==> src/rivm_pkg.sv <==
// Summary of operation
// - each vector slot spans two program words
// - reset vector zero, or boot address if fused
// - select bit adds boot start to interrupt vectors
// - table starts 0x0002 or boot plus 0x0002
// - four reset causes all take reset vector
// - external requests 0..2 at 0x0002..0x0006
// - pin-change requests 0..3 at 0x0008..0x000E
// - watchdog time-out request at 0x0010
// - timer 2 requests at 0x0012..0x0016
// - timer 1 requests at 0x0018..0x001E
// - timer 0 requests at 0x0020..0x0024
// - serial, first usart at 0x0026..0x002C
// - five misc requests at 0x002E..0x0036
// - second usart requests at 0x0038..0x003C
// - enable self-clears, interrupts held off meanwhile
package rivm_pkg;
	localparam int                PC_W         = 17;            // program word address width
	localparam int                NUM_SRC      = 30;            // peripheral request lines
	localparam int                SRC_W        = 5;             // width of a source index
	localparam logic [PC_W-1:0]   RESET_VEC    = 17'h0_0000;    // reset vector, fuse unprogrammed
	localparam logic [PC_W-1:0]   TABLE_BASE   = 17'h0_0002;    // first interrupt slot
	localparam int                VEC_SPACING  = 2;             // words per slot
	localparam logic [2:0]        CHANGE_CYC   = 3'h3;          // enable lives this plus one cycles
	localparam logic              FUSE_PROG    = 1'h0;          // fuse reads zero when programmed
	localparam int                CTRL_SEL_BIT = 1;             // select bit in control write data
	localparam int                CTRL_CE_BIT  = 0;             // change-enable bit in write data

	// presentation states, gray along idle -> reset -> irq
	typedef enum logic [1:0]
	{
		RIVM_IDLE = 2'h0,
		RIVM_RST  = 2'h1,
		RIVM_IRQ  = 2'h3
	} rivm_state_t;

	// word address of a source's slot; base is zero or the boot start
	function automatic logic [PC_W-1:0] vec_addr(input logic [SRC_W-1:0] src,
		input logic [PC_W-1:0] base);
		vec_addr = base + TABLE_BASE + PC_W'(src) * PC_W'(VEC_SPACING);
	endfunction
endpackage

==> src/rivm_top.sv <==
`timescale 1ns/100ps
// presents the fetch address for reset and for peripheral requests
module rivm_top
	import rivm_pkg::*;
(
	input  wire logic               clk_in,
	input  wire logic               nrst_in,
	input  wire logic [3:0]         rst_cause_in,   // pin, power-on, brown-out, watchdog
	input  wire logic               boot_reset_fuse_in, // zero when programmed
	input  wire logic [PC_W-1:0]    boot_start_in,  // boot reset address
	input  wire logic [NUM_SRC-1:0] irq_in,         // request levels, held until served
	input  wire logic               irq_enable_in,  // core global interrupt enable
	input  wire logic               take_in,        // core loads the presented vector
	input  wire logic               ctrl_wr_in,     // core control register write
	input  wire logic [1:0]         ctrl_wdata_in,  // select, change-enable
	output logic [PC_W-1:0]         vector_out,     // fetch address
	output logic                    vector_valid_out,
	output logic                    vector_reset_out, // vector is the reset vector
	output logic [SRC_W-1:0]        vector_src_out, // source index of an irq vector
	output logic                    vector_table_select_out,
	output logic                    vector_change_enable_out,
	output logic                    irq_hold_out
);
	logic                 rst_s1;       // reset synchroniser, first stage
	logic                 rst_n;        // released reset for the rest
	logic                 found;        // a request is pending
	logic [SRC_W-1:0]     win;          // lowest pending source
	logic                 boot_pend;    // reset vector still owed after release
	logic                 next_boot_pend;
	rivm_state_t          state;
	rivm_state_t          next_state;
	logic [PC_W-1:0]      next_vector;
	logic                 next_valid;
	logic                 next_is_rst;
	logic [SRC_W-1:0]     next_src;
	logic [PC_W-1:0]      rst_addr;     // where reset goes now
	logic [PC_W-1:0]      tbl_base;     // offset added to the base table

	// release reset through two flops; assertion stays asynchronous
	always_ff @(posedge clk_in or negedge nrst_in)
	begin
		if (!nrst_in)
		begin
			rst_s1 <= 1'b0;
			rst_n  <= 1'b0;
		end
		else
		begin
			rst_s1 <= 1'b1;
			rst_n  <= rst_s1;
		end
	end

	// request arbitration
	rivm_prio u_prio
	(
		.clk_in    (clk_in),
		.rst_n_in  (rst_n),
		.pend_in   (irq_in),
		.found_out (found),
		.idx_out   (win)
	);

	// control register select and change-enable sequence
	rivm_ctrl u_ctrl
	(
		.clk_in   (clk_in),
		.rst_n_in (rst_n),
		.wr_in    (ctrl_wr_in),
		.wdata_in (ctrl_wdata_in),
		.sel_out  (vector_table_select_out),
		.ce_out   (vector_change_enable_out),
		.hold_out (irq_hold_out)
	);

	// reset target follows the fuse only
	always_comb
	begin
		if (boot_reset_fuse_in == FUSE_PROG)
			rst_addr = boot_start_in;
		else
			rst_addr = RESET_VEC;
	end

	// table offset follows the select bit, independent of reset placement
	always_comb
	begin
		if (vector_table_select_out)
			tbl_base = boot_start_in;
		else
			tbl_base = '0;
	end

	// presentation sequence: reset beats any request, one vector at a time
	always_comb
	begin
		next_state     = state;
		next_vector    = vector_out;
		next_valid     = vector_valid_out;
		next_is_rst    = vector_reset_out;
		next_src       = vector_src_out;
		next_boot_pend = boot_pend;
		case (state)
			RIVM_IDLE:
			begin
				if (boot_pend || (|rst_cause_in))
				begin
					next_state     = RIVM_RST;
					next_vector    = rst_addr;
					next_valid     = 1'b1;
					next_is_rst    = 1'b1;
					next_src       = '0;
					next_boot_pend = 1'b0;
				end
				else if (found && irq_enable_in && !irq_hold_out)
				begin
					next_state  = RIVM_IRQ;
					next_vector = vec_addr(win, tbl_base);
					next_valid  = 1'b1;
					next_is_rst = 1'b0;
					next_src    = win;
				end
			end
			RIVM_RST:
			begin
				// a late cause simply re-presents the same reset vector
				next_vector = rst_addr;
				if (take_in)
				begin
					next_state = RIVM_IDLE;
					next_valid = 1'b0;
				end
			end
			RIVM_IRQ:
			begin
				if (|rst_cause_in)
				begin
					next_state  = RIVM_RST;
					next_vector = rst_addr;
					next_is_rst = 1'b1;
					next_src    = '0;
				end
				else if (take_in)
				begin
					next_state = RIVM_IDLE;
					next_valid = 1'b0;
				end
			end
			default:
			begin
				next_state = RIVM_IDLE;
				next_valid = 1'b0;
			end
		endcase
	end

	// register every output; boot_pend starts set so the core boots
	always_ff @(posedge clk_in or negedge rst_n)
	begin
		if (!rst_n)
		begin
			state            <= RIVM_IDLE;
			boot_pend        <= 1'b1;
			vector_out       <= '0;
			vector_valid_out <= 1'b0;
			vector_reset_out <= 1'b0;
			vector_src_out   <= '0;
		end
		else
		begin
			state            <= next_state;
			boot_pend        <= next_boot_pend;
			vector_out       <= next_vector;
			vector_valid_out <= next_valid;
			vector_reset_out <= next_is_rst;
			vector_src_out   <= next_src;
		end
	end

	logic irqv;   // interrupt vector on display with table at the start
	assign irqv = vector_valid_out && !vector_reset_out && !vector_table_select_out;
endmodule // rivm_top

==> src/rivm_prio.sv <==
`timescale 1ns/100ps
// picks the lowest-numbered pending request, registered
module rivm_prio
	import rivm_pkg::*;
(
	input  wire logic               clk_in,
	input  wire logic               rst_n_in,
	input  wire logic [NUM_SRC-1:0] pend_in,
	output logic                    found_out,
	output logic [SRC_W-1:0]        idx_out
);
	logic             next_found;  // any request pending
	logic [SRC_W-1:0] next_idx;    // winning source

	// scan from the top so the lowest index is written last and wins
	always_comb
	begin
		next_found = 1'b0;
		next_idx   = '0;
		for (int i = NUM_SRC - 1; i >= 0; i--)
		begin
			if (pend_in[i])
			begin
				next_found = 1'b1;
				next_idx   = SRC_W'(i);
			end
		end
	end

	// register the choice; costs one cycle but keeps the adder path short
	always_ff @(posedge clk_in or negedge rst_n_in)
	begin
		if (!rst_n_in)
		begin
			found_out <= 1'b0;
			idx_out   <= '0;
		end
		else
		begin
			found_out <= next_found;
			idx_out   <= next_idx;
		end
	end

	logic [NUM_SRC-1:0] pend_d; // helper copy for the check below
	always_ff @(posedge clk_in or negedge rst_n_in)
	begin
		if (!rst_n_in)
			pend_d <= '0;
		else
			pend_d <= pend_in;
	end
endmodule // rivm_prio

==> src/rivm_ctrl.sv <==
`timescale 1ns/100ps
// timed change sequence for the vector table select bit
module rivm_ctrl
	import rivm_pkg::*;
(
	input  wire logic       clk_in,
	input  wire logic       rst_n_in,
	input  wire logic       wr_in,      // core writes the control register
	input  wire logic [1:0] wdata_in,   // select and change-enable bits
	output logic            sel_out,    // vector_table_select
	output logic            ce_out,     // vector_change_enable
	output logic            hold_out    // interrupts held off
);
	logic [2:0] cnt;        // cycles left for the enable
	logic [2:0] next_cnt;
	logic       next_sel;
	logic       next_ce;
	logic       next_hold;
	logic       wr_ce;      // write that sets change-enable
	logic       wr_sel;     // write that commits the select bit

	assign wr_ce  = wr_in && wdata_in[CTRL_CE_BIT];
	assign wr_sel = wr_in && !wdata_in[CTRL_CE_BIT] && ce_out;

	// sequence: enable opens a short window, a write with enable low commits
	always_comb
	begin
		next_sel  = sel_out;
		next_ce   = ce_out;
		next_cnt  = cnt;
		next_hold = 1'b0;
		if (wr_ce)
		begin
			next_ce   = 1'b1;          // rewrite restarts the window
			next_cnt  = CHANGE_CYC;
			next_hold = 1'b1;
		end
		else if (wr_sel)
		begin
			next_sel  = wdata_in[CTRL_SEL_BIT];
			next_ce   = 1'b0;
			next_hold = 1'b1;          // covers the instruction after the write
		end
		else if (ce_out)
		begin
			next_hold = 1'b1;
			if (cnt == '0)
			begin
				next_ce   = 1'b0;
				next_hold = 1'b0;
			end
			else
				next_cnt = cnt - 3'h1;
		end
	end

	// writes without the enable leave the select bit alone: that is the guard
	always_ff @(posedge clk_in or negedge rst_n_in)
	begin
		if (!rst_n_in)
		begin
			sel_out  <= 1'b0;
			ce_out   <= 1'b0;
			cnt      <= '0;
			hold_out <= 1'b0;
		end
		else
		begin
			sel_out  <= next_sel;
			ce_out   <= next_ce;
			cnt      <= next_cnt;
			hold_out <= next_hold;
		end
	end
endmodule // rivm_ctrl

==> config.mk <==
export PLATFORM = sky130hd
export DESIGN_NAME = rivm_top
export DESIGN_NICKNAME = d
export VERILOG_FILES = /design/src/rivm_pkg.sv /design/src/rivm_top.sv /design/src/rivm_prio.sv /design/src/rivm_ctrl.sv
export SDC_FILE = /design/constraint.sdc
export NUM_CORES = 1
export LEC_CHECK = 0
export ABC_AREA = 1
export BUFFER_PORTS_ARGS = -buffer_cell sky130_fd_sc_hd__buf_2
export CAP_MARGIN = 20
export CORE_ASPECT_RATIO = 1.25
export CORE_MARGIN = 1.5
export CORE_UTILIZATION = 51
export CTS_CLUSTER_DIAMETER = 120
export DETAILED_ROUTE_END_ITERATION = 10
export PLACE_DENSITY = 0.86
export SLEW_MARGIN = 15
export SYNTH_ARGS = -nofsm -noshare
export SYNTH_HDL_FRONTEND = slang
export SYNTH_SLANG_ARGS = --single-unit
==> constraint.sdc <==
create_clock -name clk_in -period 1.6 [get_ports clk_in]
set_input_delay 0.32 -clock clk_in [delete_from_list [all_inputs] [get_ports clk_in]]
set_output_delay 0.32 -clock clk_in [all_outputs]
set_load 0.02 [all_outputs]
==> qor.txt <==
class of the worst hold path = input port to register
# Max-Cap Violations = 0
Yosys top cell by area = dfrtp_1
setup repair after global routing missed its margin = yes
Starting Density = 52.9%
Pins Over Slew Limit = 0
IO buf count = 85
syn_nets = 437
pwr/cell area = 998 mW/mm^2
slowest stage delay, CP = 470 ps
Post-Synth Adder-Cell Area = 6.33%
met2 Use GR = 51.7%
share of cells above drive strength 1 = 40.7%
most used cell along the critical path = inv_2
Crit path arrival time = 3090 ps
synth warn = 0
total power = 3790 uW
Final nets = 557
fill cell count = 351
Die W = 67.9 um
slowest stage cell, crit path = dfrtp_2
WHS = 205 ps
sequential share of the synthesized area = 38.2%
core region area = 0.00508 mm^2
slew margin rel. = 65.7%
hpwl dp = 5250 um
final setup vio count = 14
CP Max Fanout = 7
DR vias/cell = 5.35
Starting DRT DRC Count = 129
CP endpoint kind = register
vias in the first global route = 2975
Peak VDD IR = 0.541 mV
DRC viols = 0
largest net degree at the start of global routing = 21
die area = 0.00572 mm^2
first-pass GRT wire length = 12700 um
met1 Track Usage GR = 29.8%
Yosys top cell area share = 37.2%
Worst Clk Skew = 13.6 ps
CTS H-tree lvls = 2
failing checks = negative setup slack
initial antenna violation count = 0
Synth area leaders = dfrtp_1, nand2_1, inv_1, nor2_1, ha_1
Mapped Area = 0.00269 mm^2
GPL Wtd Cong = 0.846
mux cell area share after synthesis = 0.419%
routed wire length per instance = 13.7 um
final hold vios = 0
Syn Area/Cell = 7.37 um^2
std cell rows = 29
final non-filler cell total = 548
period utilization = 179%
Area Overhead vs Synth = 41.3%
Detailed Routing Iterations Pass 1 = 5
CP Class = register to register
xor/xnor cell area share of the yosys netlist = 1.30%
top achievable clock speed = 350 MHz
busiest grt layer = met2
CTS Buf Count = 5
Leak = 0.00207 uW
CP Data Required Time = 1830 ps
Die H = 84.2 um
root buffer selected by CTS = clkbuf_8
GR Overflow Total = 0
largest family of logic cells by synthesized area = simple AND/OR/NAND/NOR gates
CP startpoint kind = register
Synth Register Bits = 41
Synth Area in Compound Gates = 14.2%
Gate Count Post-Synth = 365
Cell Chain, Critical Path = nand2_2, inv_2, ha_4, ha_4, fa_2, a21oi_2, nor2_1, nor2_2, nor2_2, o21ai_2, nor3_2, inv_2, nor2_4, nand2_2, inv_2, nand3_4, nor3_4, xnor2_1, nand2_1, a21oi_1
Post-synth EDFFs = 0
number of unique standard cell types used by synthesis = 44
clock slew at reported path FFs = 90 ps
status = complete, but fails checks
final wirelength = 7520 um
Worst Tran Pin Value = 510 ps
most common flop cell mapped by yosys = dfrtp_1
GRT Resource Usage Total = 28.7%
fraction of registers with async set/reset = 100%
ant diodes = 0
ANT nets after route = 0
CP top delay family = simple AND/OR/NAND/NOR gates
post-route setup TNS = -10910 ps
pre-CTS setup slack = -1120 ps
crit path buf inv count = 3
placed insts = 529
Clk Latency, worst-skew pair = 300 ps
met3 usage = 6.43%
final worst setup slack = -1260 ps
fin crit period = 2860 ps
CTS tree = built
io pins = 86
routed via count = 2932
clk sinks = 41
Synth Area in Simple Gates = 27.6%
clk buf depth = 2
## cell usage in the layout (no fill, tap or decap), types with 9 or more instances in the layout
| cell type | synthesis | layout |
|---|---|---|
| o21ai_1 | 9 | 10 |
| inv_1 | 56 | 52 |
| buf_4 | 1 | 31 |
| buf_2 | 4 | 84 |
| nand3_1 | 13 | 11 |
| a21oi_1 | 24 | 17 |
| nor2_2 | 5 | 9 |
| inv_2 | 12 | 16 |
| nand2_1 | 85 | 81 |
| nor2_1 | 44 | 36 |
| dfrtp_1 | 40 | 38 |
## synthesized netlist by cell type, types with 3 or more instances
| master | number |
|---|---|
| nor3_2 | 3 |
| buf_2 | 4 |
| inv_2 | 12 |
| nand2_1 | 85 |
| ha_1 | 12 |
| a31oi_1 | 4 |
| a21oi_1 | 24 |
| dfrtp_1 | 40 |
| a22o_1 | 5 |
| nand3_1 | 13 |
| nor2_1 | 44 |
| inv_1 | 56 |
| o21ai_0 | 6 |
| a22oi_1 | 4 |
| nor2_2 | 5 |
| o21ai_1 | 9 |
| nor4_1 | 3 |
## sequential cells by signal (all words and copies together) (netlist names), 2 cells and up
name            cells
state               2
u_ctrl.cnt          3
u_prio.idx_out      5
vector_out         17
vector_src_out      5
## where the power goes
group	internal [uW]	switching, uW
clock	620	370
combinational	600	897
sequential	1190	117
total	2410	1380
## stage by stage
step,instance area (um^2),utilization (%)
3_3_place_gp,3440,67.8
3_5_place_dp,3440,67.8
2_1_floorplan,2790,-
5_1_grt,3800,74.8
6_report,3800,74.8
4_1_cts,3740,73.7
## routing by layer
metal	vias to the layer above	share of wire, %	routed length (um)
met4	0	4.1	306
met3	32	6.1	458
met5	-	0	0
li1	1404	-	-
met2	131	52	3940
met1	1365	37	2820
## what timing repair did
item	in CTS	in global routing
hold buffers	1	0
hold endpoints to repair	2	0
buffers inserted	11	6
resized for setup	23	20
pin swaps	14	9
setup endpoints to repair	20	25
## layout make-up
| cell class | count | area, um^2 | area share [%] |
|---|---|---|---|
| clock buffers | 5 | 68.8 | 1.81 |
| inverters | 69 | 273 | 7.18 |
| well taps | 62 | 77.6 | 2.04 |
| repair buffers | 121 | 737 | 19.4 |
| flip-flops and latches | 41 | 1030 | 27.1 |
| clock inverters | 3 | 65.1 | 1.71 |
| multi-input cells | 247 | 1550 | 40.7 |
## final timing paths
path                                startpoint           endpoint  slack, ps  depth (start not counted)
worst max register to register  u_ctrl.sel_out     vector_out[16]      -1260                         20
worst min-delay path                 irq_in[0]  u_prio.idx_out[0]        210                          2
min in group asynchronous                rst_n      u_ctrl.cnt[1]        230                          1
worst min register to register           rst_n      u_ctrl.cnt[1]        230                          1
max in group asynchronous                rst_n          boot_pend       1080                          1
worst max-delay path            u_ctrl.sel_out     vector_out[16]      -1260                         20
## worst reg2reg max path, delay by kind of cell (launching register included)
family | cells | cell delay (ps)
simple gates | 10 | 1080
fa+ha+maj | 3 | 590
flops | 1 | 470
compound gates | 3 | 280
buf+inv | 3 | 200
xor+xnor | 1 | 170
## cell families (layout without fill, tap and decap cells)
logic type	Yosys count	after routing
and+or+nand+nor	165	165
buffers and inverters	77	198
AOI/OAI and AO/OA	63	63
DFF	41	41
adders and majority gates	13	13
xor gates and xnor gates	4	4
other	1	1
muxes	1	1
No activity file was read; power rests on OpenSTA's default activity.
